`src/inc/scc_pkg.sv`:
```
// Constants for the SYSREF calibration configuration block.
// Assumes a 32-bit AXI4-Lite register bus, word-indexed registers.
package scc_pkg;

	// ------------------------------------------------------------
	// Register indexes (byte address = 4 * index)
	// ------------------------------------------------------------
	localparam logic [9:0]  IDX_CAL_ENABLE      = 10'h2b0;
	localparam logic [9:0]  IDX_SYSREF_CAL_CFG  = 10'h2b1;
	localparam logic [9:0]  IDX_CAL_STATUS      = 10'h2b2;
	localparam logic [9:0]  IDX_CAL_LIVE        = 10'h2c0;
	localparam logic [9:0]  IDX_IRQ_STATUS      = 10'h2c1;
	localparam logic [9:0]  IDX_IRQ_ENABLE      = 10'h2c2;
	localparam logic [9:0]  IDX_IRQ_CLEAR       = 10'h2c3;
	localparam int          ADDR_W              = 12;

	// ------------------------------------------------------------
	// Field positions and reset values
	// ------------------------------------------------------------
	localparam logic [7:0]  CFG_RESET           = 8'h05;
	localparam int          CFG_AVG_LSB         = 2;
	localparam int          CFG_DUR_LSB         = 0;
	localparam int          STATUS_DONE_BIT     = 17;
	localparam int          RESULT_W            = 17;
	localparam int          IRQ_DONE_BIT        = 0;
	localparam int          IRQ_FAIL_BIT        = 1;
	localparam int          IRQ_W               = 2;

	// ------------------------------------------------------------
	// Counts in sampling-clock cycles
	// ------------------------------------------------------------
	localparam int          PER_W               = 16;
	localparam logic [15:0] MAX_PERIOD_0        = 16'd85;
	localparam logic [15:0] MAX_PERIOD_1        = 16'd1100;
	localparam logic [15:0] MAX_PERIOD_2        = 16'd5200;
	localparam logic [15:0] MAX_PERIOD_3        = 16'd21580;
	localparam logic [8:0]  BASE_COUNT          = 9'd4;
	localparam int          SUM_W               = 17;

	// ------------------------------------------------------------
	// Bus answers
	// ------------------------------------------------------------
	localparam logic [1:0]  RESP_OKAY           = 2'b00;
	localparam logic [1:0]  RESP_SLVERR         = 2'b10;

	typedef enum logic [4:0]
	{
		ST_IDLE = 5'b00001,
		ST_WAIT = 5'b00010,
		ST_ACC  = 5'b00100,
		ST_DONE = 5'b01000,
		ST_FAIL = 5'b10000
	} scc_state_t;

	// Code 0..3 selects 4, 16, 64 or 256
	function automatic logic [8:0] scc_count_of(input logic [1:0] code);
		scc_count_of = 9'(BASE_COUNT << (2 * code));
	endfunction

	function automatic logic [15:0] scc_max_period(input logic [1:0] code);
		case (code)
			2'd0:    scc_max_period = MAX_PERIOD_0;
			2'd1:    scc_max_period = MAX_PERIOD_1;
			2'd2:    scc_max_period = MAX_PERIOD_2;
			default: scc_max_period = MAX_PERIOD_3;
		endcase
	endfunction

endpackage

```
`src/hw/scc_accum.sv`:
```
// One high-speed accumulation: counts set detector samples over a window.
// Assumes start_in pulses only while idle; len_in held during the window.
module scc_accum
#(
	parameter int LEN_W = 9
)
(
	// Clock and reset
	input  wire logic             mclk_in,
	input  wire logic             reset_in,
	// Control
	input  wire logic             start_in,
	input  wire logic [LEN_W-1:0] len_in,
	input  wire logic             sample_in,
	// Result
	output logic                  busy_out,
	output logic                  done_out,
	output logic [LEN_W-1:0]      ones_out
);
	import scc_pkg::*;

	logic [LEN_W-1:0] left_q;
	logic [LEN_W-1:0] left_d;
	logic [LEN_W-1:0] ones_q;
	logic [LEN_W-1:0] ones_d;
	logic             busy_q;
	logic             busy_d;
	logic             done_q;
	logic             done_d;

	always_comb
	begin
		left_d = left_q;
		ones_d = ones_q;
		busy_d = busy_q;
		done_d = 1'b0;
		if (start_in && !busy_q)
		begin
			left_d = len_in;
			ones_d = '0;
			busy_d = 1'b1;
		end
		else if (busy_q)
		begin
			ones_d = ones_q + LEN_W'(sample_in);
			left_d = left_q - LEN_W'(1);
			if (left_q == LEN_W'(1))
			begin
				busy_d = 1'b0;
				done_d = 1'b1;
			end
		end
	end

	always_ff @(posedge mclk_in)
	begin
		if (reset_in)
		begin
			left_q <= '0;
			ones_q <= '0;
			busy_q <= 1'b0;
			done_q <= 1'b0;
		end
		else
		begin
			left_q <= left_d;
			ones_q <= ones_d;
			busy_q <= busy_d;
			done_q <= done_d;
		end
	end

	assign busy_out = busy_q;
	assign done_out = done_q;
	assign ones_out = ones_q;

endmodule

```
`src/hw/scc_top.sv`:
```
// SYSREF calibration control with configuration, status and interrupt registers.
// Assumes an AXI4-Lite master, a synchronous SYSREF and a 1-bit phase detector.
//
// Contract
// - Config bits 3-2 choose 4, 16, 64 or 256 averaged measurements.
// - More averages take longer and give a less noisy delay result.
// - Config bits 1-0 set the accumulation length; a too-long SYSREF period fails.
// - Duration codes 0..3 accumulate 4/16/64/256 cycles and allow periods up to 85/1100/5200/21580.
// - A 0-to-1 change of the trigger bit starts calibration; config is written first.
// - Done reads 1 only while enabled and finished; the 17-bit result counts only then.
module scc_top
(
	// Clock and reset
	input  wire logic                            mclk_in,
	input  wire logic                            reset_in,
	// AXI4-Lite write
	input  wire logic [scc_pkg::ADDR_W-1:0]      s_axi_awaddr_in,
	input  wire logic                            s_axi_awvalid_in,
	output logic                                 s_axi_awready_out,
	input  wire logic [31:0]                     s_axi_wdata_in,
	input  wire logic [3:0]                      s_axi_wstrb_in,
	input  wire logic                            s_axi_wvalid_in,
	output logic                                 s_axi_wready_out,
	output logic [1:0]                           s_axi_bresp_out,
	output logic                                 s_axi_bvalid_out,
	input  wire logic                            s_axi_bready_in,
	// AXI4-Lite read
	input  wire logic [scc_pkg::ADDR_W-1:0]      s_axi_araddr_in,
	input  wire logic                            s_axi_arvalid_in,
	output logic                                 s_axi_arready_out,
	output logic [31:0]                          s_axi_rdata_out,
	output logic [1:0]                           s_axi_rresp_out,
	output logic                                 s_axi_rvalid_out,
	input  wire logic                            s_axi_rready_in,
	// Timing reference side
	input  wire logic                            sysref_in,
	input  wire logic                            sysref_sample_in,
	// Status to the rest of the unit
	output logic                                 cal_done_flag_out,
	output logic [scc_pkg::RESULT_W-1:0]         computed_delay_result_out,
	output logic                                 cal_busy_out,
	output logic                                 irq_out
);
	import scc_pkg::*;

	// ------------------------------------------------------------
	// State
	// ------------------------------------------------------------
	logic                aw_full_q, aw_full_d, w_full_q, w_full_d;
	logic [9:0]          aw_idx_q, aw_idx_d;
	logic [31:0]         wdata_q, wdata_d;
	logic                wstrb0_q, wstrb0_d;
	logic                bvalid_q, bvalid_d;
	logic [1:0]          bresp_q, bresp_d;
	logic                rvalid_q, rvalid_d;
	logic [1:0]          rresp_q, rresp_d;
	logic [31:0]         rdata_q, rdata_d;
	logic                trig_q, trig_d;
	logic [7:0]          cfg_q, cfg_d;
	logic [IRQ_W-1:0]    irq_stat_q, irq_stat_d, irq_en_q, irq_en_d;
	scc_state_t          state_q, state_d;
	logic [1:0]          avg_code_q, avg_code_d, dur_code_q, dur_code_d;
	logic [8:0]          avg_left_q, avg_left_d;
	logic [SUM_W-1:0]    sum_q, sum_d;
	logic [RESULT_W-1:0] result_q, result_d;
	logic [PER_W-1:0]    per_q, per_d;
	logic                sysref_prev_q;
	logic                fail_q, fail_d;

	logic                wr_go, rise, start, acc_start, acc_done, acc_busy;
	logic [8:0]          acc_ones;
	logic [IRQ_W-1:0]    ev;
	logic [33:0]         scaled;
	logic [4:0]          shift;

	function automatic logic mapped(input logic [9:0] idx);
		mapped = (idx == IDX_CAL_ENABLE) || (idx == IDX_SYSREF_CAL_CFG) ||
			(idx == IDX_CAL_STATUS) || (idx == IDX_CAL_LIVE) ||
			(idx == IDX_IRQ_STATUS) || (idx == IDX_IRQ_ENABLE) ||
			(idx == IDX_IRQ_CLEAR);
	endfunction

	// ------------------------------------------------------------
	// Bus channels and registers
	// ------------------------------------------------------------
	assign s_axi_awready_out = !aw_full_q && !bvalid_q;
	assign s_axi_wready_out  = !w_full_q && !bvalid_q;
	assign s_axi_arready_out = !rvalid_q;
	assign wr_go             = aw_full_q && w_full_q && !bvalid_q;

	always_comb
	begin
		aw_full_d  = aw_full_q;
		aw_idx_d   = aw_idx_q;
		w_full_d   = w_full_q;
		wdata_d    = wdata_q;
		wstrb0_d   = wstrb0_q;
		bvalid_d   = bvalid_q;
		bresp_d    = bresp_q;
		rvalid_d   = rvalid_q;
		rresp_d    = rresp_q;
		rdata_d    = rdata_q;
		trig_d     = trig_q;
		cfg_d      = cfg_q;
		irq_en_d   = irq_en_q;
		irq_stat_d = irq_stat_q;
		if (s_axi_awvalid_in && s_axi_awready_out)
		begin
			aw_full_d = 1'b1;
			aw_idx_d  = s_axi_awaddr_in[ADDR_W-1:2];
		end
		if (s_axi_wvalid_in && s_axi_wready_out)
		begin
			w_full_d = 1'b1;
			wdata_d  = s_axi_wdata_in;
			wstrb0_d = s_axi_wstrb_in[0];
		end
		if (wr_go)
		begin
			aw_full_d = 1'b0;
			w_full_d  = 1'b0;
			bvalid_d  = 1'b1;
			bresp_d   = mapped(aw_idx_q) ? RESP_OKAY : RESP_SLVERR;
			if (wstrb0_q)
			begin
				case (aw_idx_q)
					IDX_CAL_ENABLE:     trig_d     = wdata_q[0];
					IDX_SYSREF_CAL_CFG: cfg_d      = wdata_q[7:0];
					IDX_IRQ_ENABLE:     irq_en_d   = wdata_q[IRQ_W-1:0];
					IDX_IRQ_CLEAR:      irq_stat_d = irq_stat_q & ~wdata_q[IRQ_W-1:0];
					default:            ;
				endcase
			end
		end
		else if (bvalid_q && s_axi_bready_in)
			bvalid_d = 1'b0;
		// Hardware set wins over a same-cycle clear
		irq_stat_d = irq_stat_d | ev;
		if (s_axi_arvalid_in && s_axi_arready_out)
		begin
			rvalid_d = 1'b1;
			rresp_d  = mapped(s_axi_araddr_in[ADDR_W-1:2]) ? RESP_OKAY : RESP_SLVERR;
			case (s_axi_araddr_in[ADDR_W-1:2])
				IDX_CAL_ENABLE:     rdata_d = {31'h0, trig_q};
				IDX_SYSREF_CAL_CFG: rdata_d = {24'h0, cfg_q};
				IDX_CAL_STATUS:     rdata_d = {14'h0, cal_done_flag_out,
					computed_delay_result_out};
				IDX_CAL_LIVE:       rdata_d = {30'h0, fail_q, cal_busy_out};
				IDX_IRQ_STATUS:     rdata_d = {30'h0, irq_stat_q};
				IDX_IRQ_ENABLE:     rdata_d = {30'h0, irq_en_q};
				default:            rdata_d = 32'h0;
			endcase
		end
		else if (rvalid_q && s_axi_rready_in)
			rvalid_d = 1'b0;
	end

	always_ff @(posedge mclk_in)
	begin
		if (reset_in)
		begin
			aw_full_q  <= 1'b0;
			aw_idx_q   <= '0;
			w_full_q   <= 1'b0;
			wdata_q    <= '0;
			wstrb0_q   <= 1'b0;
			bvalid_q   <= 1'b0;
			bresp_q    <= RESP_OKAY;
			rvalid_q   <= 1'b0;
			rresp_q    <= RESP_OKAY;
			rdata_q    <= '0;
			trig_q     <= 1'b0;
			cfg_q      <= CFG_RESET;
			irq_en_q   <= '0;
			irq_stat_q <= '0;
		end
		else
		begin
			aw_full_q  <= aw_full_d;
			aw_idx_q   <= aw_idx_d;
			w_full_q   <= w_full_d;
			wdata_q    <= wdata_d;
			wstrb0_q   <= wstrb0_d;
			bvalid_q   <= bvalid_d;
			bresp_q    <= bresp_d;
			rvalid_q   <= rvalid_d;
			rresp_q    <= rresp_d;
			rdata_q    <= rdata_d;
			trig_q     <= trig_d;
			cfg_q      <= cfg_d;
			irq_en_q   <= irq_en_d;
			irq_stat_q <= irq_stat_d;
		end
	end

	assign s_axi_bvalid_out = bvalid_q;
	assign s_axi_bresp_out  = bresp_q;
	assign s_axi_rvalid_out = rvalid_q;
	assign s_axi_rresp_out  = rresp_q;
	assign s_axi_rdata_out  = rdata_q;

	// ------------------------------------------------------------
	// Calibration sequencer
	// ------------------------------------------------------------
	assign rise  = sysref_in && !sysref_prev_q;
	assign start = trig_d && !trig_q;
	assign ev    = {(state_q != ST_FAIL) && (state_d == ST_FAIL),
		(state_q != ST_DONE) && (state_d == ST_DONE)};
	function automatic logic [16:0] acc_ones_sum(input logic [SUM_W-1:0] s);
		acc_ones_sum = s;
	endfunction

	assign shift = 5'(4 + 2 * (avg_code_q + dur_code_q));
	// Sum includes the window that finishes in this cycle
	assign scaled = {acc_ones_sum(sum_q + SUM_W'(acc_ones)), 17'h0} >> shift;

	always_comb
	begin
		state_d    = state_q;
		avg_code_d = avg_code_q;
		dur_code_d = dur_code_q;
		avg_left_d = avg_left_q;
		sum_d      = sum_q;
		result_d   = result_q;
		per_d      = (per_q == '1) ? per_q : per_q + PER_W'(1);
		fail_d     = fail_q;
		acc_start  = 1'b0;
		if (rise)
			per_d = PER_W'(1);
		case (state_q)
			ST_IDLE, ST_DONE, ST_FAIL:
			begin
				if (start)
				begin
					state_d    = ST_WAIT;
					avg_code_d = cfg_q[CFG_AVG_LSB +: 2];
					dur_code_d = cfg_q[CFG_DUR_LSB +: 2];
					avg_left_d = scc_count_of(cfg_q[CFG_AVG_LSB +: 2]);
					sum_d      = '0;
					per_d      = PER_W'(1);
					fail_d     = 1'b0;
				end
			end
			ST_WAIT:
			begin
				if (rise)
				begin
					state_d   = ST_ACC;
					acc_start = 1'b1;
				end
			end
			ST_ACC:
			begin
				if (acc_done)
				begin
					sum_d      = sum_q + SUM_W'(acc_ones);
					avg_left_d = avg_left_q - 9'd1;
					state_d    = (avg_left_q == 9'd1) ? ST_DONE : ST_WAIT;
				end
			end
			default: state_d = ST_IDLE;
		endcase
		if (state_d == ST_DONE && state_q != ST_DONE)
			result_d = (scaled > 34'h1ffff) ? 17'h1ffff : scaled[RESULT_W-1:0];
		// Period longer than the duration code allows
		if ((state_q == ST_WAIT || state_q == ST_ACC) &&
			per_q > scc_max_period(dur_code_q))
		begin
			state_d = ST_FAIL;
			fail_d  = 1'b1;
		end
		if (!trig_q && !start)
			state_d = ST_IDLE;
	end

	always_ff @(posedge mclk_in)
	begin
		if (reset_in)
		begin
			state_q       <= ST_IDLE;
			avg_code_q    <= '0;
			dur_code_q    <= '0;
			avg_left_q    <= '0;
			sum_q         <= '0;
			result_q      <= '0;
			per_q         <= '0;
			fail_q        <= 1'b0;
			sysref_prev_q <= 1'b0;
		end
		else
		begin
			state_q       <= state_d;
			avg_code_q    <= avg_code_d;
			dur_code_q    <= dur_code_d;
			avg_left_q    <= avg_left_d;
			sum_q         <= sum_d;
			result_q      <= result_d;
			per_q         <= per_d;
			fail_q        <= fail_d;
			sysref_prev_q <= sysref_in;
		end
	end

	scc_accum #(
		.LEN_W (9)
	) u_accum (
		.mclk_in   (mclk_in),
		.reset_in  (reset_in),
		.start_in  (acc_start),
		.len_in    (scc_count_of(dur_code_q)),
		.sample_in (sysref_sample_in),
		.busy_out  (acc_busy),
		.done_out  (acc_done),
		.ones_out  (acc_ones)
	);

	assign cal_done_flag_out         = trig_q && (state_q == ST_DONE);
	assign computed_delay_result_out = result_q;
	assign cal_busy_out              = (state_q == ST_WAIT) || (state_q == ST_ACC) || acc_busy;
	assign irq_out                   = |(irq_stat_q & irq_en_q);

endmodule

```
`config.mk`:
```
export PLATFORM = sky130hd
export DESIGN_NAME = scc_top
export DESIGN_NICKNAME = d
export VERILOG_FILES = /design/src/inc/scc_pkg.sv /design/src/hw/scc_accum.sv /design/src/hw/scc_top.sv
export SDC_FILE = /design/constraint.sdc
export NUM_CORES = 1
export LEC_CHECK = 0
export BUFFER_PORTS_ARGS = -buffer_cell sky130_fd_sc_hd__buf_2
export CAP_MARGIN = 0
export CORE_MARGIN = 2
export CORE_UTILIZATION = 60
export CTS_BUF_LIST = sky130_fd_sc_hd__clkbuf_16
export DETAILED_ROUTE_END_ITERATION = 8
export GPL_ROUTABILITY_DRIVEN = 0
export PLACE_DENSITY = 0.84
export SLEW_MARGIN = 5
export SYNTH_ARGS = -nofsm -noshare
export SYNTH_HDL_FRONTEND = slang
export SYNTH_SLANG_ARGS = --single-unit
```
`constraint.sdc`:
```
create_clock -name mclk_in -period 5.05 [get_ports mclk_in]
set_input_delay 0.2525 -clock mclk_in [delete_from_list [all_inputs] [get_ports mclk_in]]
set_output_delay 0.2525 -clock mclk_in [all_outputs]
set_load 0.05 [all_outputs]
```
==> summary.txt <==
Status
  – Run status: completed

Global route
  – Largest net degree at the start of global routing: 93
  – First-pass GRT wire length: 33130 um
  – Total grt overflow: 0
  – Tot GR Track Use: 28.06%
  – Antenna violations before repair: 0
  – Vias in the first global route: 6969

Power and ir drop
  – Total Power: 0.002558 W
  – Sw Pwr: 0.0006262 W
  – Reg power frac: 46.1%
  – VDD IR max: 0.2730 mV
  – Int Pwr: 0.001932 W
  – Switching share of total power: 24.48%
  – LEAKAGE: 3.590 nW
  – Power Dens Cells: 283.6 nW/um^2
  – Combinational share of power: 5.2%
  – Clock Power Share: 48.7%

Synth
  – Register area share after synthesis: 36.39%
  – Yosys reg bits: 146
  – Count of cell types in the netlist: 77
  – Top cell type's share of synthesized area: 36.39%
  – Synth area leaders: dfxtp_1 (36%), nor2_1 (6.9%), a21oi_1 (5.9%), nand2_1 (5.0%), ha_1 (3.7%)
  – Post-Synthesis Cell Area: 8031 sq um
  – Count leader, synth: nor2_1
  – Post-synth EDFFs: 0
  – Asr flop ratio synth: 0%
  – Yosys warning total: 0
  – Synth area leader: dfxtp_1
  – Syn_area_per_cell: 7.836 sq um
  – Post-Syn Instances: 1025
  – Top FF cell, synth: dfxtp_1
  – Synth cell count leaders: nor2_1 (147), dfxtp_1 (146), nand2_1 (108)

STA
  – Final setup fails: 0
  – Worst slew pin tran: 1172 ps
  – Min Clock Period, post-route: 3991 ps
  – Slew Limit Headroom: 20.78%
  – Tcrit/Tclk final: 79.02%
  – Final hold slack: 54.88 ps
  – Max Clk Rate: 0.2506 GHz
  – Fin. Hold Viols: 0
  – Setup TNS: 0 ps
  – Slew Viols, Final: 0
  – RSZ-0062 raised after global routing: no
  – Clk_skew: 7.093 ps

Finish
  – Synthesis-to-layout area growth: 12.29%
  – Final nets: 1171
  – Diode count: 0
  – Post-layout util: 68.65%
  – Fin cells: 1264
  – Share of post-route cells with drive strength above 1: 13.05%

Critical path
  – Capturing element type of the critical path: flip-flop
  – CP arrival: 4280 ps
  – Slowest CP cell: a31oi_1
  – Buf+Inv Stages, Crit Path: 0
  – Critical path class: flip-flop to flip-flop
  – Register-to-Register Path Depth: 10
  – Critical path required time: 5340 ps
  – Setup crit start kind: flip-flop
  – CP max FO: 14
  – Slowest Stage Delay on Critical Path: 740 ps
  – Cell family contributing the most delay on the critical path: compound AO/OA/AOI/OAI gates
  – CP Cell Sequence: ha_1, a21oi_1, o21ai_0, a31oi_1, nor3_1, or2_2, o41ai_1, o2111ai_2, nor3_4, a211oi_1
  – Stages on worst setup path: 10

CTS
  – CTS Hold Bufs: 1
  – H-tree lvl count: 4
  – CTS tree: yes
  – TritonCTS Buffers: 17
  – Clock Sink Count: 146
  – Post-CTS Setup Bufs: 0
  – Worst-path clk slew: 60 ps
  – Max Buffers Root-to-Sink: 2
  – Skew-Pair Late Insertion Delay: 430 ps
  – # resized after CTS: 0
  – Root buffer cell: clkbuf_16

Route
  – First-pass DRT Iterations: 6
  – Post-Route WL: 19730 um
  – DR iter-0 viols: 917
  – Antenna-violating nets left: 0
  – DRC: 0
  – Wire length per cell: 15.61 um
  – Vias: 7619
  – Vias per cell: 6.028

Floorplan
  – Die height: 119.7 um
  – Core ar.: 13140 sq um
  – Row count: 42
  – Initial core utilization: 61.13%
  – Die X-Extent: 119.7 um
  – Die area: 14330 sq um
  – Ports: 130

Hold path
  – Worst Hold Path Cells: 3
  – Worst hold path class: input pin to flip-flop

Place
  – Hpwl dp: 13290 um
  – Port bufs: 82
  – Placed Instances: 1232

Job
  – Max Cap Viol: 0
[cells by family after synthesis]
| family | Yosys count | synth area share [%] |
|---|---|---|
| compound gates | 260 | 21.22 |
| xor+xnor | 33 | 3.599 |
| fa+ha+maj | 26 | 4.237 |
| buf+inv | 102 | 5.686 |
| flops | 146 | 36.39 |
| mux | 27 | 3.583 |
| other cells | 1 | 0.04669 |
| simple gates | 430 | 25.24 |
[per-stage QoR]
stage / setup WS (ps) / cell area, sq um
2_1_floorplan: 1896 / 8088
3_3_place_gp: 1323 / 8427
3_5_place_dp: 1231 / 8427
4_1_cts: 1166 / 9019
5_1_grt: 703.9 / 9019
6_report: 1059 / 9019
[sequential cells by signal, summed over array words and instances (netlist names), 5 cells and up]
| name | count |
|---|---|
| wdata_q | 8 |
| u_accum.ones_out | 9 |
| aw_idx_q | 10 |
| computed_delay_result_out | 17 |
| sum_q | 17 |
| cfg_q | 8 |
| avg_left_q | 9 |
| s_axi_rdata_out | 18 |
| u_accum.left_q | 9 |
| per_q | 16 |
| state_q | 5 |
[power by group through the flow]
stage / clock (W) / combinational [W] / sequential [W]
6_report: 0.00125 / 0.000133 / 0.00118
2_1_floorplan: 0 / 0.000102 / 0.00121
5_1_grt: 0.00130 / 0.000145 / 0.00118
4_1_cts: 0.00126 / 0.000133 / 0.00118
3_3_place_gp: 0 / 0.000128 / 0.00120
3_5_place_dp: 0 / 0.000131 / 0.00121
[area by class of cell]
cell class                      count  area, sq um
Fill cell                        1089         4119
Multi-Input combinational cell    792         4713
Inverter                           30        112.6
Clock inverter                     14        156.4
Sequential cell                   146         2923
Tap cell                          176        220.2
Timing Repair Buffer               89        467.9
Clock buffer                       17        425.4
[final timing paths]
path / slack, ps / to / startpoint
max: 1060 / computed_delay_result_out[12] / sum_q[8]
min: 50 / aw_idx_q[6] / s_axi_awaddr_in[8]
max reg2reg: 1060 / computed_delay_result_out[12] / sum_q[8]
min reg2reg: 460 / aw_idx_q[8] / aw_idx_q[8]
[per-layer routing]
layer,vias to the layer above,routed length [um],global-route usage (%)
li1,3742,-,-
met1,3566,8496,35.62
met2,256,9572,46.71
met3,55,1077,5.894
met4,0,580,11.10
met5,-,0,0
[cells in the final DEF (no fill, tap or decap), drive strengths merged, types with 6 or more instances in the layout]
master and count:
nor2 147, dfxtp 146, nand2 108, a21oi 94, buf 88, o21ai 47, nand3 37, inv 33
nor3 31, ha 24, mux2i 22, a31oi 21, nand4 18, xor2 17, clkbuf 17, xnor2 16
conb 16, nand2b 13, a22oi 13, and3 13, a211oi 12, nor2b 11, and2 10, or3 10
a21o 8, nor4 7, o21a 7, o211ai 7, a222oi 6, clkinv 6
[worst min-delay path: cells and delay by family]
kind / cells / cell delay (ps)
buffers and inverters: 1 / 90
AO/OA/AOI/OAI: 1 / 50
AND/OR/NAND/NOR: 1 / 40
Note: power is estimated with default switching activity, not from simulation.
